### config.mk
export PLATFORM = sky130hd
export DESIGN_NAME = axis_step_comm
export DESIGN_NICKNAME = d
export VERILOG_FILES = /design/src/hw/step_comm_pkg.sv /design/src/hw/axis_step_comm.sv
export VERILOG_INCLUDE_DIRS = /design/src /design/src/hw
export SDC_FILE = /design/constraint.sdc
export NUM_CORES = 2
export LEC_CHECK = 0
export BUFFER_PORTS_ARGS = -buffer_cell sky130_fd_sc_hd__buf_2
export CAP_MARGIN = 15
export CORE_ASPECT_RATIO = 1.75
export CORE_MARGIN = 4
export CORE_UTILIZATION = 41
export DETAILED_ROUTE_END_ITERATION = 7
export GPL_TIMING_DRIVEN = 0
export PLACE_DENSITY = 0.54
export REMOVE_ABC_BUFFERS = 1
export SYNTH_ARGS = -nofsm -noshare
export SYNTH_HDL_FRONTEND = slang
export SYNTH_SLANG_ARGS = --single-unit
### constraint.sdc
create_clock -name ref_clk -period 18.4 [get_ports ref_clk]
set_clock_uncertainty 0.05 [all_clocks]
set_input_delay 3.68 -clock ref_clk [delete_from_list [all_inputs] [get_ports ref_clk]]
set_output_delay 3.68 -clock ref_clk [all_outputs]
set_load 0.01 [all_outputs]
### src/hw/step_comm_map.svh
// offsets, field positions, reset values and timing counts
// assumes a 40 MHz ref_clk and a byte-addressed register port
`ifndef STEP_COMM_MAP_SVH
`define STEP_COMM_MAP_SVH
`define A_CTRL    8'h00
`define A_MTYPE   8'h04
`define A_ZVOLT   8'h08
`define A_CYCLE   8'h0C
`define A_PHASE   8'h10
`define A_PDIST   8'h14
`define A_MARG    8'h18
`define A_SLEW    8'h1C
`define A_SMOOTH  8'h20
`define A_KD      8'h24
`define A_KP      8'h28
`define A_KI      8'h2C
`define A_CPOS0   8'h30
`define A_SCNT0   8'h34
`define A_CPOS1   8'h38
`define A_SCNT1   8'h3C
`define A_ENC     8'h40
`define A_PERR    8'h44
`define A_AUX0    8'h48
`define A_AUX1    8'h4C
`define A_STAT    8'h50
`define C_ZP      0
`define C_CAL     1
`define C_KIND    3:2
`define C_AXIS    4
`define C_STOP    5
`define KD_MAX    16'h0FFF
`define KP_MAX    16'h03FF
`define KS_MIN    5'h01
`define KS_MAX    5'h10
`define KS_RST    5'h02
`define MT_STEP_HI 8'h02
`define MT_STEP_LO 8'hFE
`define MT_RST    8'h01
`define CYCLE_RST 24'h000FA0
`define SLEW_RST  16'h03E8
`define START_HP  16'h2710
`define LVL_HI    16'h7FFF
`define LVL_LO    16'h8000
`define CLK_HZ    40000000
`define ZP_HOLD_MS 100
`define ZP_HOLD_CYC (`ZP_HOLD_MS * (`CLK_HZ / 1000))
`endif

### src/hw/step_comm_pkg.sv
// types shared by the axis logic
// assumes step_comm_map.svh for numbers
package step_comm_pkg;
  typedef enum logic [1:0]
  {
    OP_IDLE     = 2'b00,
    OP_ZP_DRIVE = 2'b01,
    OP_ZP_DONE  = 2'b10
  } op_type;
  typedef enum logic [1:0]
  {
    MV_NONE = 2'b00,
    MV_REL  = 2'b01,
    MV_ABS  = 2'b10,
    MV_JOG  = 2'b11
  } move_kind_type;
  typedef struct packed
  {
    logic [7:0]  addr;
    logic [31:0] wdata;
    logic        wr;
    logic        rd;
  } bus_req_type;
  typedef struct packed
  {
    logic [15:0] analog_cmd_terminal;
    logic [15:0] second_analog_terminal;
    logic        error_terminal;
    logic        drive_enable_terminal;
  } term_type;
  typedef struct packed
  {
    op_type           op;
    logic [31:0]      zp_cnt;
    logic             servo_on;
    logic [15:0]      zv;
    logic [23:0]      cycle;
    logic [23:0]      phase;
    logic             est_done;
    logic             cal_armed;
    logic [2:0]       sect;
    logic [1:0]       enc_ab;
    logic [1:0][1:0]  aux_ab;
    logic [31:0]      enc_pos;
    logic [1:0][31:0] aux_pos;
    logic [1:0][31:0] cpos;
    logic [1:0][31:0] tpos;
    logic [1:0]       moving;
    logic [1:0]       jog;
    logic [1:0]       dir;
    logic [1:0]       lvl;
    logic [1:0]       first;
    logic [1:0][15:0] cur;
    logic [1:0][15:0] tmr;
    logic [1:0][7:0]  mtype;
    logic [31:0]      marg;
    logic [15:0]      slew;
    logic [15:0]      kd;
    logic [15:0]      kp;
    logic [15:0]      ki;
    logic [4:0]       ks;
    logic [31:0]      rdata;
    term_type         term;
  } state_type;
endpackage : step_comm_pkg

### src/hw/axis_step_comm.sv
// commutation set-up and step/direction generation for two axes
// assumes encoder, hall and jumper inputs already synchronous to ref_clk
// Function
// zero-phase command pulls motor to zero phase, then clears phase
// signed voltage argument sets the drive level during that pull
// positive argument ends with the drive switched off
// negative argument ends servo enabled, holding present position
// hall code gives a coarse phase at reset, within 30 degrees
// phase distance reads encoder counts from zero phase to here
// armed hall calibration loads phase on first hall transition
// hall transitions taken as exactly 60 electrical degrees apart
// step pulses have equal high and low time
// stepper axis withdraws its auxiliary encoder counter
// commanded step position and encoder position are readable
// smoothing accepts 0.5 to 8, 8 smoothing most
// profiler uses slew speed and smoothing for all move kinds
// stepper axis runs open loop, position error reads zero
// motor type 2 gives active high steps, -2 active low
// each axis enters stepper mode only with its own jumper
// first axis step on analog terminal, direction on second one
// second axis step on error terminal, direction on enable
// damping gain limited to 4095
// proportional gain limited to 1023
// operator keeps proportional gain at most damping gain over 4
// direction settles before the first step; one step per count
`include "step_comm_map.svh"
module axis_step_comm #(
  parameter logic [31:0] ZP_HOLD_CYC = `ZP_HOLD_CYC
) (
  input  wire logic                      ref_clk,
  input  wire logic                      rst_n,
  input  wire step_comm_pkg::bus_req_type bus,
  output logic [31:0]                    rdata,
  input  wire logic [2:0]                hall,
  input  wire logic [1:0]                enc_ab,
  input  wire logic [1:0]                aux0_ab,
  input  wire logic [1:0]                aux1_ab,
  input  wire logic                      first_axis_stepper_jumper,
  input  wire logic                      second_axis_stepper_jumper,
  output step_comm_pkg::term_type        term
);
  import step_comm_pkg::*;

  state_type s_q;
  state_type s_d;
  logic [1:0] stp;
  logic [2:0] hs;
  logic [1:0] eq;
  logic [1:0][1:0] aux_in;

  // ==========================================================
  // helpers
  function automatic logic [1:0] quad(input logic [1:0] p,
                                      input logic [1:0] c);
    logic [3:0] k;
    k = {p, c};
    unique case (k)
      4'b0001, 4'b0111, 4'b1110, 4'b1000: quad = 2'b01;
      4'b0010, 4'b1011, 4'b1101, 4'b0100: quad = 2'b11;
      default: quad = 2'b00;
    endcase
  endfunction : quad

  function automatic logic [31:0] bump(input logic [31:0] v,
                                       input logic [1:0] d);
    bump = v;
    if (d == 2'b01)
      bump = v + 32'h1;
    else if (d == 2'b11)
      bump = v - 32'h1;
  endfunction : bump

  // invalid codes 000 and 111 map to 7
  function automatic logic [2:0] sector(input logic [2:0] h);
    unique case (h)
      3'b001: sector = 3'h0;
      3'b011: sector = 3'h1;
      3'b010: sector = 3'h2;
      3'b110: sector = 3'h3;
      3'b100: sector = 3'h4;
      3'b101: sector = 3'h5;
      default: sector = 3'h7;
    endcase
  endfunction : sector

  // n twelfths of a magnetic cycle; 341/4096 stands for 1/12
  function automatic logic [23:0] frac12(input logic [23:0] cyc,
                                         input logic [3:0] n);
    logic [39:0] p;
    p = 40'(cyc) * 40'(n) * 40'h155;
    frac12 = p[35:12];
  endfunction : frac12

  function automatic logic [2:0] ks_shift(input logic [4:0] ks);
    if (ks >= 5'h10)
      ks_shift = 3'h4;
    else if (ks >= 5'h08)
      ks_shift = 3'h3;
    else if (ks >= 5'h04)
      ks_shift = 3'h2;
    else if (ks >= 5'h02)
      ks_shift = 3'h1;
    else
      ks_shift = 3'h0;
  endfunction : ks_shift

  // half period glides toward the slew value, never below it
  function automatic logic [15:0] ramp(input logic [15:0] c,
                                       input logic [15:0] sl,
                                       input logic [2:0] sh);
    logic [15:0] gap;
    gap = (c > sl) ? ((c - sl) >> sh) : 16'h0;
    ramp = (gap == 16'h0) ? sl : c - gap;
  endfunction : ramp

  function automatic logic [15:0] lvl(input logic b);
    lvl = b ? `LVL_HI : `LVL_LO;
  endfunction : lvl

  function automatic logic [15:0] mag(input logic [15:0] v);
    mag = v[15] ? 16'(-v) : v;
  endfunction : mag

  function automatic logic [15:0] clamp(input logic [31:0] v,
                                        input logic [15:0] mx);
    clamp = (v > 32'(mx)) ? mx : v[15:0];
  endfunction : clamp

  // ==========================================================
  // next state
  always_comb
  begin
    s_d = s_q;
    s_d.rdata = '0;
    aux_in[0] = aux0_ab;
    aux_in[1] = aux1_ab;
    stp[0] = first_axis_stepper_jumper &&
             (s_q.mtype[0] == `MT_STEP_HI ||
              s_q.mtype[0] == `MT_STEP_LO);
    stp[1] = second_axis_stepper_jumper &&
             (s_q.mtype[1] == `MT_STEP_HI ||
              s_q.mtype[1] == `MT_STEP_LO);

    eq = quad(s_q.enc_ab, enc_ab);
    s_d.enc_ab = enc_ab;
    s_d.enc_pos = bump(s_q.enc_pos, eq);
    for (int i = 0; i < 2; i++)
    begin
      s_d.aux_ab[i] = aux_in[i];
      if (stp[i])
        s_d.aux_pos[i] = '0;
      else
        s_d.aux_pos[i] = bump(s_q.aux_pos[i],
                              quad(s_q.aux_ab[i], aux_in[i]));
    end

    // phase follows the encoder inside one magnetic cycle
    if (eq == 2'b01)
      s_d.phase = (s_q.phase >= s_q.cycle - 24'h1) ? '0
                  : s_q.phase + 24'h1;
    else if (eq == 2'b11)
      s_d.phase = (s_q.phase == 24'h0) ? s_q.cycle - 24'h1
                  : s_q.phase - 24'h1;
    hs = sector(hall);
    if (!s_q.est_done && hs != 3'h7)
    begin
      // sector midpoint keeps the error under half a sector
      s_d.phase = frac12(s_q.cycle, {hs, 1'b1});
      s_d.est_done = 1'b1;
    end
    else if (s_q.cal_armed && hs != 3'h7 && s_q.sect != 3'h7 &&
             hs != s_q.sect)
    begin
      // boundary between sectors is a whole multiple of 60 degrees
      if (hs == ((s_q.sect == 3'h5) ? 3'h0 : s_q.sect + 3'h1))
        s_d.phase = frac12(s_q.cycle, {hs, 1'b0});
      else
        s_d.phase = frac12(s_q.cycle, {s_q.sect, 1'b0});
      s_d.cal_armed = 1'b0;
    end
    if (hs != 3'h7)
      s_d.sect = hs;

    // ========================================================
    // zero-phase sequence
    unique case (s_q.op)
      OP_IDLE:
      begin
      end
      OP_ZP_DRIVE:
      begin
        if (s_q.zp_cnt == 32'h0)
          s_d.op = OP_ZP_DONE;
        else
          s_d.zp_cnt = s_q.zp_cnt - 32'h1;
      end
      OP_ZP_DONE:
      begin
        s_d.phase = '0;
        s_d.servo_on = s_q.zv[15];
        s_d.cpos[0] = s_q.enc_pos;
        s_d.tpos[0] = s_q.enc_pos;
        s_d.op = OP_IDLE;
      end
      default:
        s_d.op = OP_IDLE;
    endcase

    // ========================================================
    // step generators
    for (int i = 0; i < 2; i++)
    begin
      if (s_q.moving[i])
      begin
        if (s_q.tmr[i] != 16'h0)
          s_d.tmr[i] = s_q.tmr[i] - 16'h1;
        else if (s_q.first[i])
        begin
          s_d.first[i] = 1'b0;
          s_d.tmr[i] = s_q.cur[i];
        end
        else if (s_q.lvl[i])
        begin
          s_d.lvl[i] = 1'b0;
          s_d.tmr[i] = s_q.cur[i];
        end
        else if (s_q.jog[i] || s_q.cpos[i] != s_q.tpos[i])
        begin
          s_d.lvl[i] = 1'b1;
          s_d.cpos[i] = bump(s_q.cpos[i],
                             s_q.dir[i] ? 2'b11 : 2'b01);
          s_d.cur[i] = ramp(s_q.cur[i], s_q.slew,
                            ks_shift(s_q.ks));
          s_d.tmr[i] = s_d.cur[i];
        end
        else
          s_d.moving[i] = 1'b0;
      end
      if (!stp[i])
      begin
        s_d.moving[i] = 1'b0;
        s_d.lvl[i] = 1'b0;
      end
    end

    // ========================================================
    // register writes
    if (bus.wr)
    begin
      unique case (bus.addr)
        `A_CTRL:
        begin
          if (bus.wdata[`C_ZP] && !stp[0])
          begin
            s_d.op = OP_ZP_DRIVE;
            s_d.zp_cnt = ZP_HOLD_CYC - 32'h1;
            s_d.servo_on = 1'b0;
          end
          if (bus.wdata[`C_CAL])
            s_d.cal_armed = 1'b1;
          for (int i = 0; i < 2; i++)
          begin
            if (bus.wdata[`C_AXIS] == i[0] && stp[i])
            begin
              if (bus.wdata[`C_KIND] != MV_NONE)
              begin
                unique case (bus.wdata[`C_KIND])
                  MV_REL: s_d.tpos[i] = s_d.cpos[i] + s_q.marg;
                  MV_ABS: s_d.tpos[i] = s_q.marg;
                  default: s_d.tpos[i] = s_d.cpos[i];
                endcase
                s_d.jog[i] = (bus.wdata[`C_KIND] == MV_JOG);
                s_d.dir[i] = s_d.jog[i] ? s_q.marg[31] :
                  ($signed(s_d.tpos[i]) < $signed(s_d.cpos[i]));
                s_d.moving[i] = 1'b1;
                s_d.first[i] = 1'b1;
                s_d.lvl[i] = 1'b0;
                s_d.cur[i] = `START_HP;
                s_d.tmr[i] = `START_HP;
              end
              if (bus.wdata[`C_STOP])
              begin
                // stop lands after the pulse now in flight
                s_d.jog[i] = 1'b0;
                s_d.tpos[i] = s_d.cpos[i];
              end
            end
          end
        end
        `A_MTYPE:
        begin
          s_d.mtype[0] = bus.wdata[7:0];
          s_d.mtype[1] = bus.wdata[15:8];
        end
        `A_ZVOLT:  s_d.zv = bus.wdata[15:0];
        `A_CYCLE:
          if (bus.wdata[23:0] != 24'h0)
            s_d.cycle = bus.wdata[23:0];
        `A_PHASE:  s_d.phase = bus.wdata[23:0];
        `A_MARG:   s_d.marg = bus.wdata;
        `A_SLEW:
          s_d.slew = (bus.wdata[15:0] == 16'h0) ? 16'h1
                     : bus.wdata[15:0];
        `A_SMOOTH:
          s_d.ks = (bus.wdata < 32'(`KS_MIN)) ? `KS_MIN :
                   5'(clamp(bus.wdata, 16'(`KS_MAX)));
        `A_KD:     s_d.kd = clamp(bus.wdata, `KD_MAX);
        `A_KP:     s_d.kp = clamp(bus.wdata, `KP_MAX);
        `A_KI:     s_d.ki = bus.wdata[15:0];
        default:
        begin
        end
      endcase
    end

    // ========================================================
    // register reads, valid in the following cycle only
    if (bus.rd)
    begin
      unique case (bus.addr)
        `A_MTYPE:  s_d.rdata = {16'h0, s_q.mtype[1], s_q.mtype[0]};
        `A_ZVOLT:  s_d.rdata = {16'h0, s_q.zv};
        `A_CYCLE:  s_d.rdata = {8'h0, s_q.cycle};
        `A_PHASE:  s_d.rdata = {8'h0, s_q.phase};
        `A_PDIST:
          s_d.rdata = (s_q.phase > (s_q.cycle >> 1))
                      ? 32'(s_q.phase) - 32'(s_q.cycle)
                      : 32'(s_q.phase);
        `A_MARG:   s_d.rdata = s_q.marg;
        `A_SLEW:   s_d.rdata = {16'h0, s_q.slew};
        `A_SMOOTH: s_d.rdata = {27'h0, s_q.ks};
        `A_KD:     s_d.rdata = {16'h0, s_q.kd};
        `A_KP:     s_d.rdata = {16'h0, s_q.kp};
        `A_KI:     s_d.rdata = {16'h0, s_q.ki};
        `A_CPOS0, `A_SCNT0: s_d.rdata = s_q.cpos[0];
        `A_CPOS1, `A_SCNT1: s_d.rdata = s_q.cpos[1];
        `A_ENC:    s_d.rdata = s_q.enc_pos;
        `A_PERR:
          s_d.rdata = stp[0] ? 32'h0 : s_q.cpos[0] - s_q.enc_pos;
        `A_AUX0:   s_d.rdata = s_q.aux_pos[0];
        `A_AUX1:   s_d.rdata = s_q.aux_pos[1];
        `A_STAT:
          s_d.rdata = {23'h0, s_q.cal_armed, s_q.est_done,
                       s_q.op, s_q.servo_on, s_q.moving, stp};
        default:   s_d.rdata = '0;
      endcase
    end

    // ========================================================
    // terminal mapping
    if (stp[0])
    begin
      s_d.term.analog_cmd_terminal =
        lvl(s_d.lvl[0] ^ s_q.mtype[0][7]);
      s_d.term.second_analog_terminal = lvl(s_d.dir[0]);
    end
    else
    begin
      // phase A carries the pull, phase B stays at zero
      s_d.term.analog_cmd_terminal =
        (s_d.op == OP_ZP_DRIVE) ? mag(s_d.zv) : 16'h0;
      s_d.term.second_analog_terminal = 16'h0;
    end
    if (stp[1])
    begin
      s_d.term.error_terminal = s_d.lvl[1] ^ s_q.mtype[1][7];
      s_d.term.drive_enable_terminal = s_d.dir[1];
    end
    else
    begin
      s_d.term.error_terminal = 1'b0;
      s_d.term.drive_enable_terminal =
        s_d.servo_on || (s_d.op == OP_ZP_DRIVE);
    end
  end

  // ==========================================================
  // state register
  always_ff @(posedge ref_clk or negedge rst_n)
  begin
    if (!rst_n)
    begin
      s_q <= '0;
      s_q.sect <= 3'h7;
      s_q.cycle <= `CYCLE_RST;
      s_q.mtype <= {`MT_RST, `MT_RST};
      s_q.slew <= `SLEW_RST;
      s_q.ks <= `KS_RST;
      s_q.cur <= {`START_HP, `START_HP};
    end
    else
      s_q <= s_d;
  end

  assign rdata = s_q.rdata;
  assign term = s_q.term;

  // ==========================================================
  // checks
  logic [16:0] hi_len;
  logic [16:0] lo_len;
  logic [16:0] hi_rec;
  logic        had;
  logic        lvl_p;

  always_ff @(posedge ref_clk or negedge rst_n)
  begin
    if (!rst_n)
    begin
      hi_len <= '0;
      lo_len <= '0;
      hi_rec <= '0;
      had <= 1'b0;
      lvl_p <= 1'b0;
    end
    else
    begin
      lvl_p <= s_q.lvl[0];
      hi_len <= s_q.lvl[0] ? hi_len + 17'h1 : 17'h0;
      lo_len <= (!s_q.lvl[0] && s_q.moving[0] && !s_q.first[0])
                ? lo_len + 17'h1 : 17'h0;
      if (lvl_p && !s_q.lvl[0])
      begin
        hi_rec <= hi_len;
        had <= 1'b1;
      end
      if (!s_q.moving[0])
        had <= 1'b0;
    end
  end
endmodule : axis_step_comm

After elaboration in Yosys (flattened, before gate mapping)
Memory sizes are Yosys's and may differ from the RTL's.
Index checks and enable logic that the tools add are counted.
{ "totals": {"regBits": 591, "mem_bits_ro": 96, "output_inout_bits": 66, "elab_cells": 380, "memories": 3, "latch_bits": 0, "mem_bits_rw": 0} }
{ "memory_table": {"columns": ["memory", "depth", "width", "read_ports", "rd_ports_with_merged_regs", "wr", "line", "text"], "rows": [
  ["(no name shown)", 16, 2, 1, 0, 0, "axis_step_comm.sv:57", "unique case (k)"],
  ["(no name shown)", 16, 2, 1, 0, 0, "axis_step_comm.sv:57", null],
  ["(no name shown)", 16, 2, 1, 0, 0, "axis_step_comm.sv:57", null]
]} }
{ "classes": {"n_eq_ne": 53, "mul": 6, "n_mux": 188, "n_reduce_logical": 43, "add_sub_neg": 26, "magnitude_cmp": 14, "div_mod_pow": 0, "bitwise_logic": 3, "n_shift": 2} }
{ "ops": {"columns": ["op", "count"], "rows": [
  ["32-bit two-way mux", 44],
  ["16-bit two-way mux", 45],
  ["32-bit one-hot mux with 18 select lines", 1],
  ["24-bit two-way mux", 11],
  ["223-bit two-way mux", 1],
  ["32-bit by 1-bit subtractor with 32-bit output, second input constant", 6],
  ["32-bit by 1-bit adder with 32-bit output, second input constant", 5],
  ["32-bit one-hot mux with 2 select lines", 2],
  ["106-bit two-way mux", 1],
  ["99-bit two-way mux", 1],
  ["27-bit by 9-bit multiplier with 35-bit output, second input constant", 2],
  ["35-bit two-way mux", 2],
  ["32-bit adder", 2],
  ["8-bit by 6-bit == test with 1-bit output, second input constant", 8],
  ["32-bit less-than comparator", 2],
  ["32-bit != test", 2],
  ["16-bit subtractor", 4],
  ["1-bit two-way mux", 55],
  ["24-bit by 3-bit multiplier with 27-bit output", 2],
  ["16-bit logical NOT", 3],
  ["24-bit by 1-bit subtractor with 24-bit output, second input constant", 2],
  ["8-bit by 7-bit == test with 1-bit output, second input constant", 5],
  ["28-bit by 9-bit multiplier with 36-bit output, second input constant", 1],
  ["3-bit two-way mux", 12],
  ["other kinds (53)", 116]
]} }

Depth between registers and ports, before layout
{ "depth": {"depth_word": 26, "mapped_depth": 42, "mapped_depth_nobuf": 40} }

Worst setup path before layout
No wires, ideal clock.
{ "synth_timing": {"path_kind": "input to register", "start": "input hall[1]", "end": "register s_q[515] in the netlist's numbering", "required_ps": 18284, "setup_slack_ps": 5472, "t_arrival_ps": 12812, "path_stages": 42, "n_path_buf": 2, "cell_sequence": "clkbuf_1 > xnor2_1 > nor2_1 > a21oi_1 > clkbuf_1 > nand2_1 > fa_1 > xnor2_1 > ha_1 > inv_1 > fa_1 > nor2b_1 > o21ai_0 > a21boi_0 > o21ai_0 > a21boi_0 > o21ai_0 > a21oi_1 > [... 6 more ...] > ha_1 > ha_1 > inv_1 > fa_1 > fa_1 > inv_1 > ha_1 > a21o_1 > a21o_1 > a21oi_1 > o31ai_1 > a221o_1 > a41o_1 > o41ai_1 > nor2b_1 > or3_1 > a31oi_1 > a22o_1"} }
{ "synth_rtl": {"columns": ["element", "line", "text"], "rows": [
  ["from (decl)", "axis_step_comm.sv:34", "input wire logic [2:0] hall,"],
  ["to (decl)", "axis_step_comm.sv:44", "state_type s_q;"]
]} }

==> run metrics <==
Tcrit/Tclk final between 70 and 80%; wire per inst 25.7 um; DP Worst Slack 3560 ps; Final min period 14220 ps; chip height between 500 and 600 um; global-route wire length before repair approximately 400 mm; CP Class input pin to flop; Mapped Cells roughly 8200; run status finished clean; Hold/Removal Path Class flop to flop; largest net degree at the start of global routing ~110; Worst EP arrival 14780 ps; Reg-to-Reg Start s_q[518]$_DFFE_PN0P_; Fin Setup TNS 0 ps; Die Area roughly 170000 um2; Ports roughly 120; mapped cell area 68200 um2; R2R Setup Slk between 7000 and 8000 ps; GRT Total Usage between 30% and 40%; number of global-route vias before repair about 64000; synth top area cells dfrtp_1 20%, ha_1 15%, fa_1 8.2%; vias 63000; Register Area 14500 um2; Setup Viol. Count Final 0; Final Hold Vio Count 0; final core utilization about 45%; R2R cell count 37; total CTS buffers 67; remaining antenna violation count after routing 0; initial antenna violation count 25; met1 Use GR 31.7%; hold buffer count at CTS 0; Root Driver clkbuf_16; max-cap violation count 0; dpl cell area between 70000 and 80000 um2; Synth async-reset ratio 100%; busiest layer in global routing met2; largest area contributor in the netlist dfrtp_1; grt total ovfl 0; critical path capture point type flop; Max stage delay on crit path 810 ps; fraction of the yosys area taken by sequential cells 21.2%; H-tree depth 3; Synth Register Bits roughly 580; CP max-delay cell mux2i_4; starting density of the core about two fifths; routability congestion estimate around 1; number of synthesized flops with an enable pin 0; TritonCTS clock tree done; die width about 320 um; clock latency on the worst-skew pair between 600 and 700 ps; Slew headroom approximately an eighth; commonest non-fill, non-tap cell in the layout nand2_1; Setup WS post-layout 4180 ps; Distinct cells, synth between 100 and 150; Post-DP HPWL between 200 and 250 mm; layout cell share with drive strength beyond 1 roughly 6.6%; nets@finish around 9200; Slew Viols, Final 0; Synth top area share 20.1%; maximum fanout along the worst path 25; Critical Path Source Type input pin; detail-routed via count per cell 6.09; commonest non-fill, non-tap cells in the layout 840 x nand2_1, 809 x ha_1, 704 x inv_1; core area approximately 170000 um2; Post-CTS Setup Inserts 0; Reg clk slew, reported paths approximately 60 ps; DR DRC count 0; CP Capture Point s_q[515]$_DFF_PN0_; met3 usage between 4 and 5%; Multi-input gate area about 50000 um2; final WL roughly 270 mm; Top FF cell, synth dfrtp_1; maximum buffer depth of the clock tree 3; r2r endpoint s_q[515]$_DFF_PN0_; Port-buffer cells 120; met2 Track Usage GR 52.4%; RSZ-0062 raised after global routing no; syn avg cell area 8.30 um2; area delta synth->final 8.32%; fin area 73900 um2; Worst Tran Pin Value about 1300 ps; Peak Freq 70.3 MHz; CTS Sinks between 500 and 600; number of DRC markers in iteration 0 4618; Pre-antenna DRT Iters 6; CP startpoint hall[0]; fill count between 15000 and 20000; Ys Warns 0; Cell Rows 197; # resized after CTS 0; Worst EP required roughly 19000 ps
-- registers in the layout (all words and copies together) (netlist names) --
signal	count
rdata	32
s_q	525
term	20
-- worst max-delay path: cells and delay by family --
| kind | cells | cell delay (ps) |
|---|---|---|
| and+or+nand+nor | 5 | 1020 |
| AOI/OAI and AO/OA | 19 | 4720 |
| muxes | 1 | 810 |
| xor gates and xnor gates | 3 | 1040 |
| buffers and inverters | 4 | 470 |
| adders and majority gates | 7 | 3030 |
-- metal layers --
| layer | part of all wire [%] | vias up |
|---|---|---|
| met5 | 0.028 | - |
| met4 | 10 | 10 |
| met3 | 5.5 | 898 |
| met2 | 49 | 2155 |
| met1 | 35 | 30800 |
| li1 | - | 29100 |
-- worst min-delay path by stage --
stage          cells after the start  slack, ps                   to                 from
2_1_floorplan                      2        400  s_q[73]$_DFFE_PN0P_  s_q[73]$_DFFE_PN0P_
3_3_place_gp                       2        410  s_q[76]$_DFFE_PN0P_  s_q[76]$_DFFE_PN0P_
3_5_place_dp                       2        430  s_q[76]$_DFFE_PN0P_  s_q[76]$_DFFE_PN0P_
4_1_cts                            2        440  s_q[76]$_DFFE_PN0P_  s_q[76]$_DFFE_PN0P_
5_1_grt                            2        470  s_q[73]$_DFFE_PN0P_  s_q[73]$_DFFE_PN0P_
6_report                           2        440  s_q[76]$_DFFE_PN0P_  s_q[76]$_DFFE_PN0P_
-- final cells by class --
type | count | share of cell area [%]
clock buffers | 90 | 2.55
well taps | 2189 | 3.71
multi-input cells | 6541 | 67.2
clock inverters | 33 | 0.703
diodes | 8 | 0.0271
inverters | 709 | 3.60
flip-flops and latches | 577 | 19.6
repair buffers | 196 | 2.62
-- stage by stage --
| stage | hold slack, ps | instances |
|---|---|---|
| floorplan | 400 | 7827 |
| global placement | 413 | 10100 |
| detailed placement | 427 | 10200 |
| CTS | 440 | 10300 |
| global route | 468 | 10300 |
| finish | 438 | 10300 |
-- logic make-up after synthesis --
logic type	Yosys count	share of synthesized area, %
and+or+nand+nor	2366	16.3
AOI/OAI and AO/OA	2315	22.4
buffers and inverters	1107	6.48
adders and majority gates	1090	23.0
DFF	577	21.2
xor gates and xnor gates	555	7.16
muxes	215	3.36
-- cells in the mapped netlist, drive strengths merged, types with 20 or more instances --
cell	n
o21ai	480
and3	74
a221oi	111
o31ai	58
a22o	31
nand2b	97
nor3	191
nor4	55
o21a	90
nor2	516
clkbuf	299
nor3b	23
a21oi	593
a211o	20
mux2	82
nand3	186
o22a	29
dfrtp	549
dfstp	28
xor2	220
nor2b	83
a211oi	100
nand4	65
a22oi	77
a21boi	38
or3	70
a21o	226
o21bai	43
o211ai	63
a31oi	84
and2	57
buf	99
inv	705
xnor2	333
nand2	841
or2	32
o22ai	28
fa	278
a221o	27
mux2i	130
ha	812
Power is left out: the tool's default activity adds up to more than one toggle a clock period on the data nets, which glitch-free logic cannot reach.
